===== src/iop_pkg.sv =====
`default_nettype none
package iop_pkg;
    // ****************************************
    // Global lines
    // ****************************************
    localparam int unsigned LINES          = 8;
    localparam int unsigned LINE_IDX_W     = 3;
    localparam logic [3:0]  TILE_MAX_LINES = 4'h4;
    localparam logic [2:0]  DIFF_LINE      = 3'h7;
    localparam logic [7:0]  LINES_RST      = 8'h00;
    // ****************************************
    // I/O pair
    // ****************************************
    localparam int unsigned CELLS          = 2;
    localparam logic [1:0]  PAIR_RST       = 2'h0;
    // ****************************************
    // Capture buffer
    // ****************************************
    localparam int unsigned FIFO_W         = 4;
    localparam int unsigned FIFO_D         = 32;
    localparam int unsigned FIFO_AW        = 5;
    localparam int unsigned FIFO_CW        = 6;

    typedef enum logic [1:0] {
        IOP_CFG = 2'b00,
        IOP_RUN = 2'b01,
        IOP_HIZ = 2'b10
    } iop_state_e;
endpackage
`default_nettype wire


===== src/iop_mem.sv =====
`timescale 1ns/10ps
`default_nettype none
module iop_mem #(
    parameter int unsigned W  = iop_pkg::FIFO_W,
    parameter int unsigned D  = iop_pkg::FIFO_D,
    parameter int unsigned AW = iop_pkg::FIFO_AW
) (
    // Clock
    input  wire logic          clk,
    input  wire logic          ce,
    // Write port
    input  wire logic          we,
    input  wire logic [AW-1:0] waddr,
    input  wire logic [W-1:0]  wdata,
    // Read port
    input  wire logic [AW-1:0] raddr,
    output logic      [W-1:0]  rdata
);
    logic [W-1:0] mem_reg [D];

    always_ff @(posedge clk) begin
        if (ce && we) begin
            mem_reg[waddr] <= wdata;
        end
    end

    // Read data is registered; a write to the same word shows a cycle later
    always_ff @(posedge clk) begin
        if (ce) begin
            rdata <= mem_reg[raddr];
        end
    end
endmodule // iop_mem
`default_nettype wire


===== src/iop_fifo.sv =====
`timescale 1ns/10ps
`default_nettype none
module iop_fifo #(
    parameter int unsigned W  = iop_pkg::FIFO_W,
    parameter int unsigned D  = iop_pkg::FIFO_D,
    parameter int unsigned AW = iop_pkg::FIFO_AW,
    parameter int unsigned CW = iop_pkg::FIFO_CW
) (
    // Clock and reset
    input  wire logic         clk,
    input  wire logic         rstn,
    input  wire logic         ce,
    // Fill side
    input  wire logic         in_valid,
    output logic              in_ready,
    input  wire logic [W-1:0] in_data,
    // Drain side
    output logic              out_valid,
    input  wire logic         out_ready,
    output logic      [W-1:0] out_data
);
    logic [AW-1:0] wr_reg;
    logic [AW-1:0] rd_reg;
    logic [AW-1:0] rd_next;
    logic [CW-1:0] cnt_reg;
    logic          fresh_reg;
    logic          wr_fire;
    logic          rd_fire;

    assign in_ready  = (cnt_reg != CW'(D));
    assign out_valid = (cnt_reg != '0) && !fresh_reg;
    assign wr_fire   = in_valid && in_ready;
    assign rd_fire   = out_valid && out_ready;
    assign rd_next   = rd_fire ? AW'(rd_reg + 1'b1) : rd_reg;

    always_ff @(posedge clk or negedge rstn) begin
        if (!rstn) begin
            wr_reg    <= '0;
            rd_reg    <= '0;
            cnt_reg   <= '0;
            fresh_reg <= 1'b0;
        end else if (ce) begin
            if (wr_fire) begin
                wr_reg <= AW'(wr_reg + 1'b1);
            end
            rd_reg <= rd_next;
            cnt_reg <= CW'(cnt_reg + CW'(wr_fire) - CW'(rd_fire));
            // Word written where the read port looks is not yet in rdata
            fresh_reg <= wr_fire && (wr_reg == rd_next);
        end
    end

    iop_mem #(.W(W), .D(D), .AW(AW)) u_mem (
        .clk   (clk),
        .ce    (ce),
        .we    (wr_fire),
        .waddr (wr_reg),
        .wdata (in_data),
        .raddr (rd_next),
        .rdata (out_data)
    );
endmodule // iop_fifo
`default_nettype wire


===== src/iop_pair.sv =====
// Contract
// - Pair shares capture clock, launch clock, enable
// - Capture clock drives only input flops
// - Launch clock drives output and enable flops
// - Pair enable gates all flops, else always; in_direct behind the hold latch is not gated by it
// - Output double rate: rise and fall registers
// - Input double rate: two separate samples
// - Eight lines from dedicated pin or fabric
// - Unused global lines switched off
// - At most four lines to tile logic
// - Even lines reset, odd lines enable tile
// - Even lines only for pair enable
// - Dedicated pin bypasses hold latch
// - Two dedicated pins per bank, eight
// - Line seven takes differential clock directly
// - Float all pads during configuration
// - Test controller can float pads
// - Global reset holds flops during configuration
// - I/O flops reset; optional output inversion
// - Enable high drives pad, low floats
`timescale 1ns/10ps
`default_nettype none
module iop_pair (
    // Clock, reset, freeze
    input  wire logic        clk,
    input  wire logic        rstn,
    input  wire logic        ce,
    // Configuration and test float
    input  wire logic        cfg_busy,
    input  wire logic        jtag_hiz,
    // Global line sources
    input  wire logic [7:0]  global_pin_input,
    input  wire logic [7:0]  fabric_line_src,
    input  wire logic [7:0]  line_from_pin,
    input  wire logic [7:0]  line_used,
    input  wire logic        diff_clk_en,
    input  wire logic        diff_comp_pad,
    output logic      [7:0]  global_line_driver,
    // Pair clock selection
    input  wire logic [2:0]  in_clk_sel,
    input  wire logic [2:0]  out_clk_sel,
    input  wire logic        pair_ce_used,
    input  wire logic [1:0]  pair_ce_sel,
    // Logic tile routing
    input  wire logic [7:0]  tile_logic_mask,
    input  wire logic [1:0]  tile_rst_sel,
    input  wire logic [1:0]  tile_ce_sel,
    output logic      [7:0]  tile_logic,
    output logic             tile_rst,
    output logic             tile_ce,
    output logic             tile_route_err,
    // Pads
    input  wire logic [1:0]  pad_in,
    output logic      [1:0]  pad_out,
    output logic      [1:0]  pad_oe,
    // Fabric output side
    input  wire logic [1:0]  d_out_0,
    input  wire logic [1:0]  d_out_1,
    input  wire logic [1:0]  oe_in,
    input  wire logic [1:0]  ddr_out_en,
    input  wire logic [1:0]  out_invert,
    // Fabric input side
    input  wire logic        hold_en,
    output logic      [1:0]  in_direct,
    output logic      [1:0]  d_in_0,
    output logic      [1:0]  d_in_1,
    // Capture stream
    output logic             s_valid,
    input  wire logic        s_ready,
    output logic      [3:0]  s_data
);
    // ****************************************
    // Helpers
    // ****************************************
    function automatic logic line_at(input logic [7:0] v, input logic [2:0] i);
        return v[i];
    endfunction

    function automatic logic [3:0] ones(input logic [7:0] v);
        logic [3:0] n;
        n = 4'h0;
        for (int k = 0; k < iop_pkg::LINES; k++) begin
            n = 4'(n + {3'h0, v[k]});
        end
        return n;
    endfunction

    iop_pkg::iop_state_e state_reg;
    iop_pkg::iop_state_e state_next;
    logic [7:0] line_next;
    logic       oclk;
    logic       iclk;
    logic       oclk_prev_reg;
    logic       iclk_prev_reg;
    logic       out_rise;
    logic       out_fall;
    logic       in_rise;
    logic       in_fall;
    logic       pair_en;
    logic       run;
    logic [1:0] q0_reg;
    logic [1:0] q1_reg;
    logic [1:0] oe_reg;
    logic       push_reg;
    logic       fifo_in_ready;

    // ****************************************
    // Configuration state
    // ****************************************
    always_comb begin
        if (cfg_busy) begin
            state_next = iop_pkg::IOP_CFG;
        end else if (jtag_hiz) begin
            state_next = iop_pkg::IOP_HIZ;
        end else begin
            state_next = iop_pkg::IOP_RUN;
        end
    end

    always_ff @(posedge clk or negedge rstn) begin
        if (!rstn) begin
            state_reg <= iop_pkg::IOP_CFG;
        end else if (ce) begin
            state_reg <= state_next;
        end
    end

    always_comb begin
        case (state_reg)
            iop_pkg::IOP_RUN: run = 1'b1;
            iop_pkg::IOP_CFG: run = 1'b0;
            iop_pkg::IOP_HIZ: run = 1'b1;
            default:          run = 1'b0;
        endcase
    end

    // ****************************************
    // Global lines
    // ****************************************
    // Dedicated pins feed straight in, never through the hold latch
    always_comb begin
        for (int i = 0; i < iop_pkg::LINES; i++) begin
            line_next[i] = line_from_pin[i] ? global_pin_input[i] : fabric_line_src[i];
        end
        if (diff_clk_en && line_from_pin[iop_pkg::DIFF_LINE]) begin
            line_next[iop_pkg::DIFF_LINE] = global_pin_input[iop_pkg::DIFF_LINE] & ~diff_comp_pad;
        end
        line_next = line_next & line_used;
    end

    always_ff @(posedge clk or negedge rstn) begin
        if (!rstn) begin
            global_line_driver <= iop_pkg::LINES_RST;
        end else if (ce) begin
            global_line_driver <= line_next;
        end
    end

    // ****************************************
    // Logic tile routing
    // ****************************************
    // An over-subscribed mask is refused whole rather than truncated
    always_ff @(posedge clk or negedge rstn) begin
        if (!rstn) begin
            tile_logic     <= iop_pkg::LINES_RST;
            tile_rst       <= 1'b0;
            tile_ce        <= 1'b0;
            tile_route_err <= 1'b0;
        end else if (ce) begin
            tile_route_err <= ones(tile_logic_mask) > iop_pkg::TILE_MAX_LINES;
            tile_logic     <= (ones(tile_logic_mask) > iop_pkg::TILE_MAX_LINES) ?
                              iop_pkg::LINES_RST : (global_line_driver & tile_logic_mask);
            tile_rst       <= line_at(global_line_driver, {tile_rst_sel, 1'b0});
            tile_ce        <= line_at(global_line_driver, {tile_ce_sel, 1'b1});
        end
    end

    // ****************************************
    // Pair clocks and enable
    // ****************************************
    // Pair clocks are global lines sampled on clk; edges are found by compare
    assign iclk     = line_at(global_line_driver, in_clk_sel);
    assign oclk     = line_at(global_line_driver, out_clk_sel);
    assign pair_en  = !pair_ce_used || line_at(global_line_driver, {pair_ce_sel, 1'b0});
    assign out_rise = oclk && !oclk_prev_reg;
    assign out_fall = !oclk && oclk_prev_reg;
    assign in_rise  = iclk && !iclk_prev_reg;
    assign in_fall  = !iclk && iclk_prev_reg;

    always_ff @(posedge clk or negedge rstn) begin
        if (!rstn) begin
            oclk_prev_reg <= 1'b0;
            iclk_prev_reg <= 1'b0;
        end else if (ce) begin
            oclk_prev_reg <= oclk;
            iclk_prev_reg <= iclk;
        end
    end

    // ****************************************
    // Output and enable flops
    // ****************************************
    always_ff @(posedge clk or negedge rstn) begin
        if (!rstn) begin
            q0_reg <= iop_pkg::PAIR_RST;
            q1_reg <= iop_pkg::PAIR_RST;
            oe_reg <= iop_pkg::PAIR_RST;
        end else if (ce) begin
            if (state_reg == iop_pkg::IOP_CFG) begin
                q0_reg <= iop_pkg::PAIR_RST;
                q1_reg <= iop_pkg::PAIR_RST;
                oe_reg <= iop_pkg::PAIR_RST;
            end else if (pair_en) begin
                if (out_rise) begin
                    q0_reg <= d_out_0;
                    oe_reg <= oe_in;
                end
                if (out_fall) begin
                    q1_reg <= d_out_1;
                end
            end
        end
    end

    // Pad float is forced from the state, so it overrides the enable flop
    always_comb begin
        for (int c = 0; c < iop_pkg::CELLS; c++) begin
            pad_out[c] = ((ddr_out_en[c] && !oclk) ? q1_reg[c] : q0_reg[c]) ^ out_invert[c];
            pad_oe[c]  = oe_reg[c] && (state_reg == iop_pkg::IOP_RUN);
        end
    end

    // ****************************************
    // Input flops and hold latch
    // ****************************************
    always_ff @(posedge clk or negedge rstn) begin
        if (!rstn) begin
            in_direct <= iop_pkg::PAIR_RST;
        end else if (ce && !hold_en) begin
            in_direct <= pad_in;
        end
    end

    // A full buffer stalls capture; pairs arriving while full are dropped, none overwritten
    always_ff @(posedge clk or negedge rstn) begin
        if (!rstn) begin
            d_in_0   <= iop_pkg::PAIR_RST;
            d_in_1   <= iop_pkg::PAIR_RST;
            push_reg <= 1'b0;
        end else if (ce) begin
            push_reg <= 1'b0;
            if (state_reg == iop_pkg::IOP_CFG) begin
                d_in_0 <= iop_pkg::PAIR_RST;
                d_in_1 <= iop_pkg::PAIR_RST;
            end else if (pair_en && fifo_in_ready) begin
                if (in_rise) begin
                    d_in_0 <= pad_in;
                end
                if (in_fall) begin
                    d_in_1   <= pad_in;
                    push_reg <= 1'b1;
                end
            end
        end
    end

    iop_fifo u_fifo (
        .clk       (clk),
        .rstn      (rstn),
        .ce        (ce),
        .in_valid  (push_reg),
        .in_ready  (fifo_in_ready),
        .in_data   ({d_in_1, d_in_0}),
        .out_valid (s_valid),
        .out_ready (s_ready),
        .out_data  (s_data)
    );
endmodule // iop_pair
`default_nettype wire


===== config.mk =====
export PLATFORM = sky130hd
export DESIGN_NAME = iop_pair
export DESIGN_NICKNAME = d
export VERILOG_FILES = /design/src/iop_pkg.sv /design/src/iop_mem.sv /design/src/iop_fifo.sv /design/src/iop_pair.sv
export SDC_FILE = /design/constraint.sdc
export NUM_CORES = 1
export LEC_CHECK = 0
export ABC_AREA = 0
export ABC_CLOCK_PERIOD_IN_PS = 5400
export BUFFER_PORTS_ARGS = -buffer_cell sky130_fd_sc_hd__buf_2
export CORE_ASPECT_RATIO = 0.9
export CORE_MARGIN = 4
export CORE_UTILIZATION = 44
export CTS_BUF_LIST = sky130_fd_sc_hd__clkbuf_8 sky130_fd_sc_hd__clkbuf_16
export DETAILED_ROUTE_END_ITERATION = 16
export PLACE_DENSITY = 0.62
export SETUP_SLACK_MARGIN = 0.2
export SLEW_MARGIN = 20
export SYNTH_ARGS = -nofsm -noshare
export SYNTH_HDL_FRONTEND = slang
export SYNTH_HIERARCHICAL = 1
export SYNTH_SLANG_ARGS = --single-unit

===== constraint.sdc =====
create_clock -name clk -period 5.4 [get_ports clk]
set_input_delay 1.35 -clock clk [delete_from_list [all_inputs] [get_ports clk]]
set_output_delay 1.35 -clock clk [all_outputs]
set_load 0.01 [all_outputs]

======== Word level (Yosys, flattened, before mapping) ========
Memories as Yosys holds them, arrays and structs flattened. A register that Yosys moved wholly into a read port is not among the register bits.
Index checks and enable logic that the tools add are counted.
word-level totals
  memory bits (writable) .................. 128
  output and inout port bits .............. 34
  memories ................................ 1
  input bits .............................. 74
  register bits after elaboration ......... 53
  word-level logic and storage cells ...... 128
cells by class
  equal/unequal tests ..................... 3
  magnitude comparators ................... 6
  add/subtract/negate cells ............... 11
  reduce and logical (&&, ||, !) cells .... 37
  bitwise gates (word level) .............. 6
  muxes and demuxes ....................... 45
memory list
  name                  depth  bits a word  read ports  clocked after Yosys merged registers in  write ports  RTL line       RTL
  u_fifo.u_mem.mem_reg  32     4            1           1                                        1            iop_mem.sv:19  logic [W-1:0] mem_reg [D];
operators with widths
  kind                   number
  $mux W2                17
  $mux W1                21
  $lt A3 B4 Y1 const B   5
  $add A4 B1 Y4          4
  $and A8 B8 Y8          2
  $logic_and A1 B1 Y1    16
  $reduce_and A3 Y1      4
  $reduce_bool A2 Y1     6
  $add A5 B1 Y5 const B  2
  $mux W8                1
  $logic_not A1 Y1       7
  $add A6 B1 Y6          1
  $bmux W1 S2            3
  $bmux W1 S3            2
  $ne A6 B6 Y1 const B   1
  $reduce_bool A6 Y1     1
  $sub A6 B1 Y6          1
  $eq A5 B5 Y1           1
  $mux W5                1
  $add A3 B1 Y4          1
  $gt A4 B3 Y1 const B   1
  $add A2 B1 Y3          1
  $add A1 B1 Y2          1
  $eq A2 B1 Y1 const B   1
  6 further kinds        7

======== Logic depth before layout (Yosys ltp) ========
  depth in word-level cells ............... 9
  gate-level depth with buffers ........... 15
  gate-level depth less buffers ........... 15

======== Cells and area by module ========
Netlist, hierarchy kept.
by module, submodules not included
  module    times used  area each (sq um)  sequential area each (sq um)  cells each
  iop_mem   1           5183.7             3963.8                        232
  iop_pair  1           2021.9             900.9                         191
  iop_fifo  1           1201.2             425.4                         124

======== Worst setup path after synthesis ========
No wires, ideal clock.
  path type ............................... input port to flip-flop
  from .................................... in tile_logic_mask[0]
  to ...................................... reg tile_logic[0]
  setup time .............................. 0.083 ns
  cell stages on the path ................. 12
  arrival time ............................ 4.328 ns
  slack ................................... 0.989 ns
  buffers on the path ..................... 0
  required time ........................... 5.317 ns
  cells stage by stage .................... inv_1 fa_1 fa_1 fa_1 inv_1 ha_1 fa_1 o21ai_0 o21ai_0 a21oi_1 nand3_1 o21ai_0
between the ends
  word-level cells in the longest chain between the ends .. 9
  elaborated cells on any way between the ends .. 10
  those cells by class .................... add/sub: 7; order compare: 1; mux: 1; bitwise: 1
RTL lines
  item                        RTL line         RTL
  start: declaration          iop_pair.sv:45   input wire logic [7:0] tile_logic_mask,
  $add A1 B1 Y2               iop_pair.sv:83   n = 4'(n + {3'h0, v[k]});
  $add A2 B1 Y3               iop_pair.sv:83
  $add A3 B1 Y4               iop_pair.sv:83
  $add A4 B1 Y4 (4 in a row)  iop_pair.sv:83
  $gt A4 B3 Y1                iop_pair.sv:171  tile_logic <= (ones(tile_logic_mask) > iop_pkg::TILE_MAX_LINES) ?
  $mux W8 (*)                 iop_pair.sv:171
  end signal: assignment      iop_pair.sv:165  tile_logic <= iop_pkg::LINES_RST;
  end signal: assignment      iop_pair.sv:171
  end: declaration            iop_pair.sv:48   output logic [7:0] tile_logic,
Mark *: on every way between the ends. The rest lies on a longest branch, timed or not.
A chain may end at the register's enable or synchronous reset.

======== Worst setup path after layout ========
  from .................................... in tile_logic_mask[0]
  to ...................................... reg tile_logic[2]
between the ends
  word-level cells in the longest chain between the ends .. 9
RTL lines
  item                        RTL line
  $add A1 B1 Y2               iop_pair.sv:83
  $add A2 B1 Y3               iop_pair.sv:83
  $add A3 B1 Y4               iop_pair.sv:83
  $add A4 B1 Y4 (4 in a row)  iop_pair.sv:83
  $gt A4 B3 Y1                iop_pair.sv:171
  $mux W8                     iop_pair.sv:171
No other way between the ends.

==> summary.md <==
## Critical path
- setup slack on the worst flop-to-flop path: 1.67 ns
- series of cell instances along the critical path: buf_2 > inv_1 > fa_1 > fa_1 > fa_1 > inv_1 > ha_1 > fa_1 > o21ai_0 > o21ai_0 > a21oi_1 > nand3_1 > o21ai_0
- Critical Path Max Stage Delay: 0.60 ns
- CP Capture Type: register
- Top cell by count, worst path: fa_1
- arrival time reported for the critical path endpoint: 4.86 ns
- start-to-end type of the worst setup path: in2reg
- maximum fanout encountered on the critical timing path: 9
- Critical-path top delay cell: a21oi_1
- sort of element at the start of the critical path: input port
- Crit path required time: 5.74 ns

## Finish
- number of flip-flops in the largest register: 128
- number of nets in the layout: 756
- area of all placed cells without fillers: 9803 µm²
- final standard cell utilization of the core: 0.5275
- post-synthesis to final-layout area growth: 16.61%
- layout cells sized above 1: 0.3170
- antenna cells: 0

## Power
- maximum vdd drop: 0.0002441 V
- standby leakage power: 3.797 nW
- Power Density: 455.8 nW/µm²

## Worst hold path
- type of the worst min-delay path: reg2reg

## Clock tree
- number of setup buffers added after CTS: 0
- number of CTS-inserted buffers: 17
- hold-fix buffers at CTS: 0
- maximum number of buffers from clock root to sink: 2
- clk slew on worst S/H paths: 0.07 ns
- number of instances resized during post-cts repair: 0
- clock latency at the later pin of the worst-skew pair: 0.42 ns
- # clock sinks: 185
- number of H-tree levels: 4
- TritonCTS clock tree: done
- CTS root buffer: clkbuf_16

## Synth
- Synth cell types: 50
- Yosys top cell area share: 0.4715
- register area share after synthesis: 0.6293
- Synth Area in Compound Gates: 0.04777
- post-synthesis mux area share: 0.1639
- Avg Inst Size Synth: 15.37 µm²
- share of synthesized flip-flops with an asynchronous set or reset: 0.2865
- warnings from Yosys: 6
- Synth Net Count: 640
- simple-gate share of the synthesized area: 0.07590
- Most used DFF post-synth: edfxtp_1
- share of the synthesized netlist area taken by xor and xnor gates: 0.01979
- number of cells produced by synthesis: 547
- library cell with the largest summed area after synthesis: edfxtp_1
- register bit total from synthesis: 185
- post-synthesis cell area: 8407 µm²
- share of synthesized cell area in full adder, half adder and majority cells: 0.03274
- cells taking the most area after synthesis: edfxtp_1 (47%), dfrtp_1 (16%), mux4_2 (11%)
- largest family of logic cells by synthesized area: multiplexers
- number of synthesized flops with an enable pin: 132

## STA
- Worst slew margin: 0.5140
- final setup violation count: 0
- highest clock frequency the design can meet: 0.2211 GHz
- transition time of the tightest slew-check pin: 0.7188 ns
- final count of hold timing violations: 0
- Final Critical Period: 4.523 ns
- Post-Route Skew: 0.009742 ns
- setup repair after global routing missed its margin: false
- worst hold-check slack: 0.4965 ns
- final worst-path cycle share: 0.8377
- total negative slack: 0 ns
- pins over their slew limit: 0

## Floorplanning
- total core area: 18,580 µm²
- Vert. Die Dim: 139.1 µm
- Initial Util: 0.4524
- ports placed on the boundary: 108
- Core Rows: 47
- floorplan die width: 153.7 µm
- area enclosed by the die boundary: 21,380 µm²

## Placement
- Routability Congestion: 0.8221
- Cell Area, Placed: 9231 µm²
- number of port buffers: 107
- post-detail-place hpwl: 12.48 mm

## Route
- DRC violations left: 0
- via count of the routed design: 5,068
- wire length reported by the detailed router: 17.89 mm
- number of nets still failing antenna checks after routing: 0
- WL per Instance: 19.44 µm
- average via count per standard cell: 5.509
- first-pass detailed-route iteration total: 4
- number of design-rule violations left by the first detailed-router iteration: 356

## GRT
- first-pass GRT wire length: 29.10 mm
- via count of the first global-routing pass: 5,403
- maximum number of pins on one net before global-route repair: 54
- Tot GR Track Use: 0.1742
- residual overflow from global routing: 0
- number of antenna violations at the first check in global routing: 0

## Run
- maxcap violations: 0

## Outcome
- outcome: finished, final reports clean

==> synth_stat cells (4+ instances only) <==
| cell type | count |
|---|---|
| a21oi_1 | 7 |
| a32o_1 | 10 |
| and3_1 | 4 |
| buf_1 | 5 |
| clkbuf_1 | 7 |
| dfrtp_1 | 53 |
| edfxtp_1 | 132 |
| fa_1 | 5 |
| ha_1 | 14 |
| inv_1 | 45 |
| mux2_2 | 18 |
| mux2i_1 | 15 |
| mux4_2 | 42 |
| nand2_1 | 19 |
| nand2b_1 | 4 |
| nand3_1 | 15 |
| nand3b_1 | 5 |
| nand4_1 | 5 |
| nor2_1 | 48 |
| nor2b_1 | 4 |
| o21ai_0 | 20 |
| o22ai_1 | 10 |
| xnor2_1 | 15 |
| xor2_1 | 4 |
==> power by group <==
part / internal, mW / switching [mW]
sequential: 1.65 / 0.129
combinational: 0.783 / 0.720
clock: 0.645 / 0.541
==> critical path: cells and delay by family <==
kind	cells	cell delay [ns]
buffers and inverters	3	0.18
adders and majority gates	5	2.19
and+or+nand+nor	1	0.14
AOI/OAI and AO/OA	4	0.99
==> placed cells by master, fill, tap and decap left out, types with 15 or more instances in the layout <==
cell       instances
mux4_2            42
buf_2            107
o21ai_0           20
dfrtp_1           51
edfxtp_1         132
xnor2_1           15
nand2_1           19
mux2i_1           15
clkbuf_16         17
inv_1             46
nor2_1            48
nand3_1           15
mux2_2            18
==> path summary, 6_finish.rpt <==
| check | cells after the start | to | start |
|---|---|---|---|
| max | 13 | tile_logic[2] | tile_logic_mask[0] |
| min | 1 | d_in_1[1] | d_in_1[1] |
| max reg2reg | 9 | u_fifo/u_mem/rdata[0] | u_fifo/cnt_reg[3] |
| min reg2reg | 1 | d_in_1[1] | d_in_1[1] |
| max in group asynchronous | 2 | d_in_0[1] | rstn |
| min in group asynchronous | 2 | global_line_driver[3] | rstn |
==> metrics by stage <==
| step | cells | total power [mW] | worst slack, ns |
|---|---|---|---|
| final | 920 | 4.468 | 0.8766 |
| after global routing | 920 | 4.745 | 0.6702 |
| after CTS | 920 | 4.519 | 0.9067 |
| after detailed placement | 889 | 3.322 | 0.4357 |
| after global placement | 889 | 3.282 | 0.6390 |
| after floorplan | 547 | 2.932 | 0.9890 |
==> kinds of logic (layout without fill, tap and decap cells) <==
| group | after synthesis | count (layout) |
|---|---|---|
| compound gates | 60 | 60 |
| xor+xnor | 19 | 19 |
| fa+ha+maj | 19 | 19 |
| buf+inv | 62 | 190 |
| flops | 185 | 185 |
| mux | 78 | 78 |
| simple gates | 124 | 124 |
==> routing by layer <==
layer	vias to the layer above	track usage	wire [µm]
li1	2317	-	-
met1	2552	0.2414	7719
met2	184	0.2786	8871
met3	15	0.03994	1105
met4	0	0.05112	189
met5	-	0	0
==> area by class of cell <==
type	instances	area, µm²
Clock buffer	17	425.4
Multi-Input combinational cell	300	2878
Clock inverter	14	143.9
Timing Repair Buffer	114	588.1
Tap cell	245	306.5
Sequential cell	185	5293
Fill cell	1586	8780
Inverter	45	168.9
(Power assumes the default switching activity.)
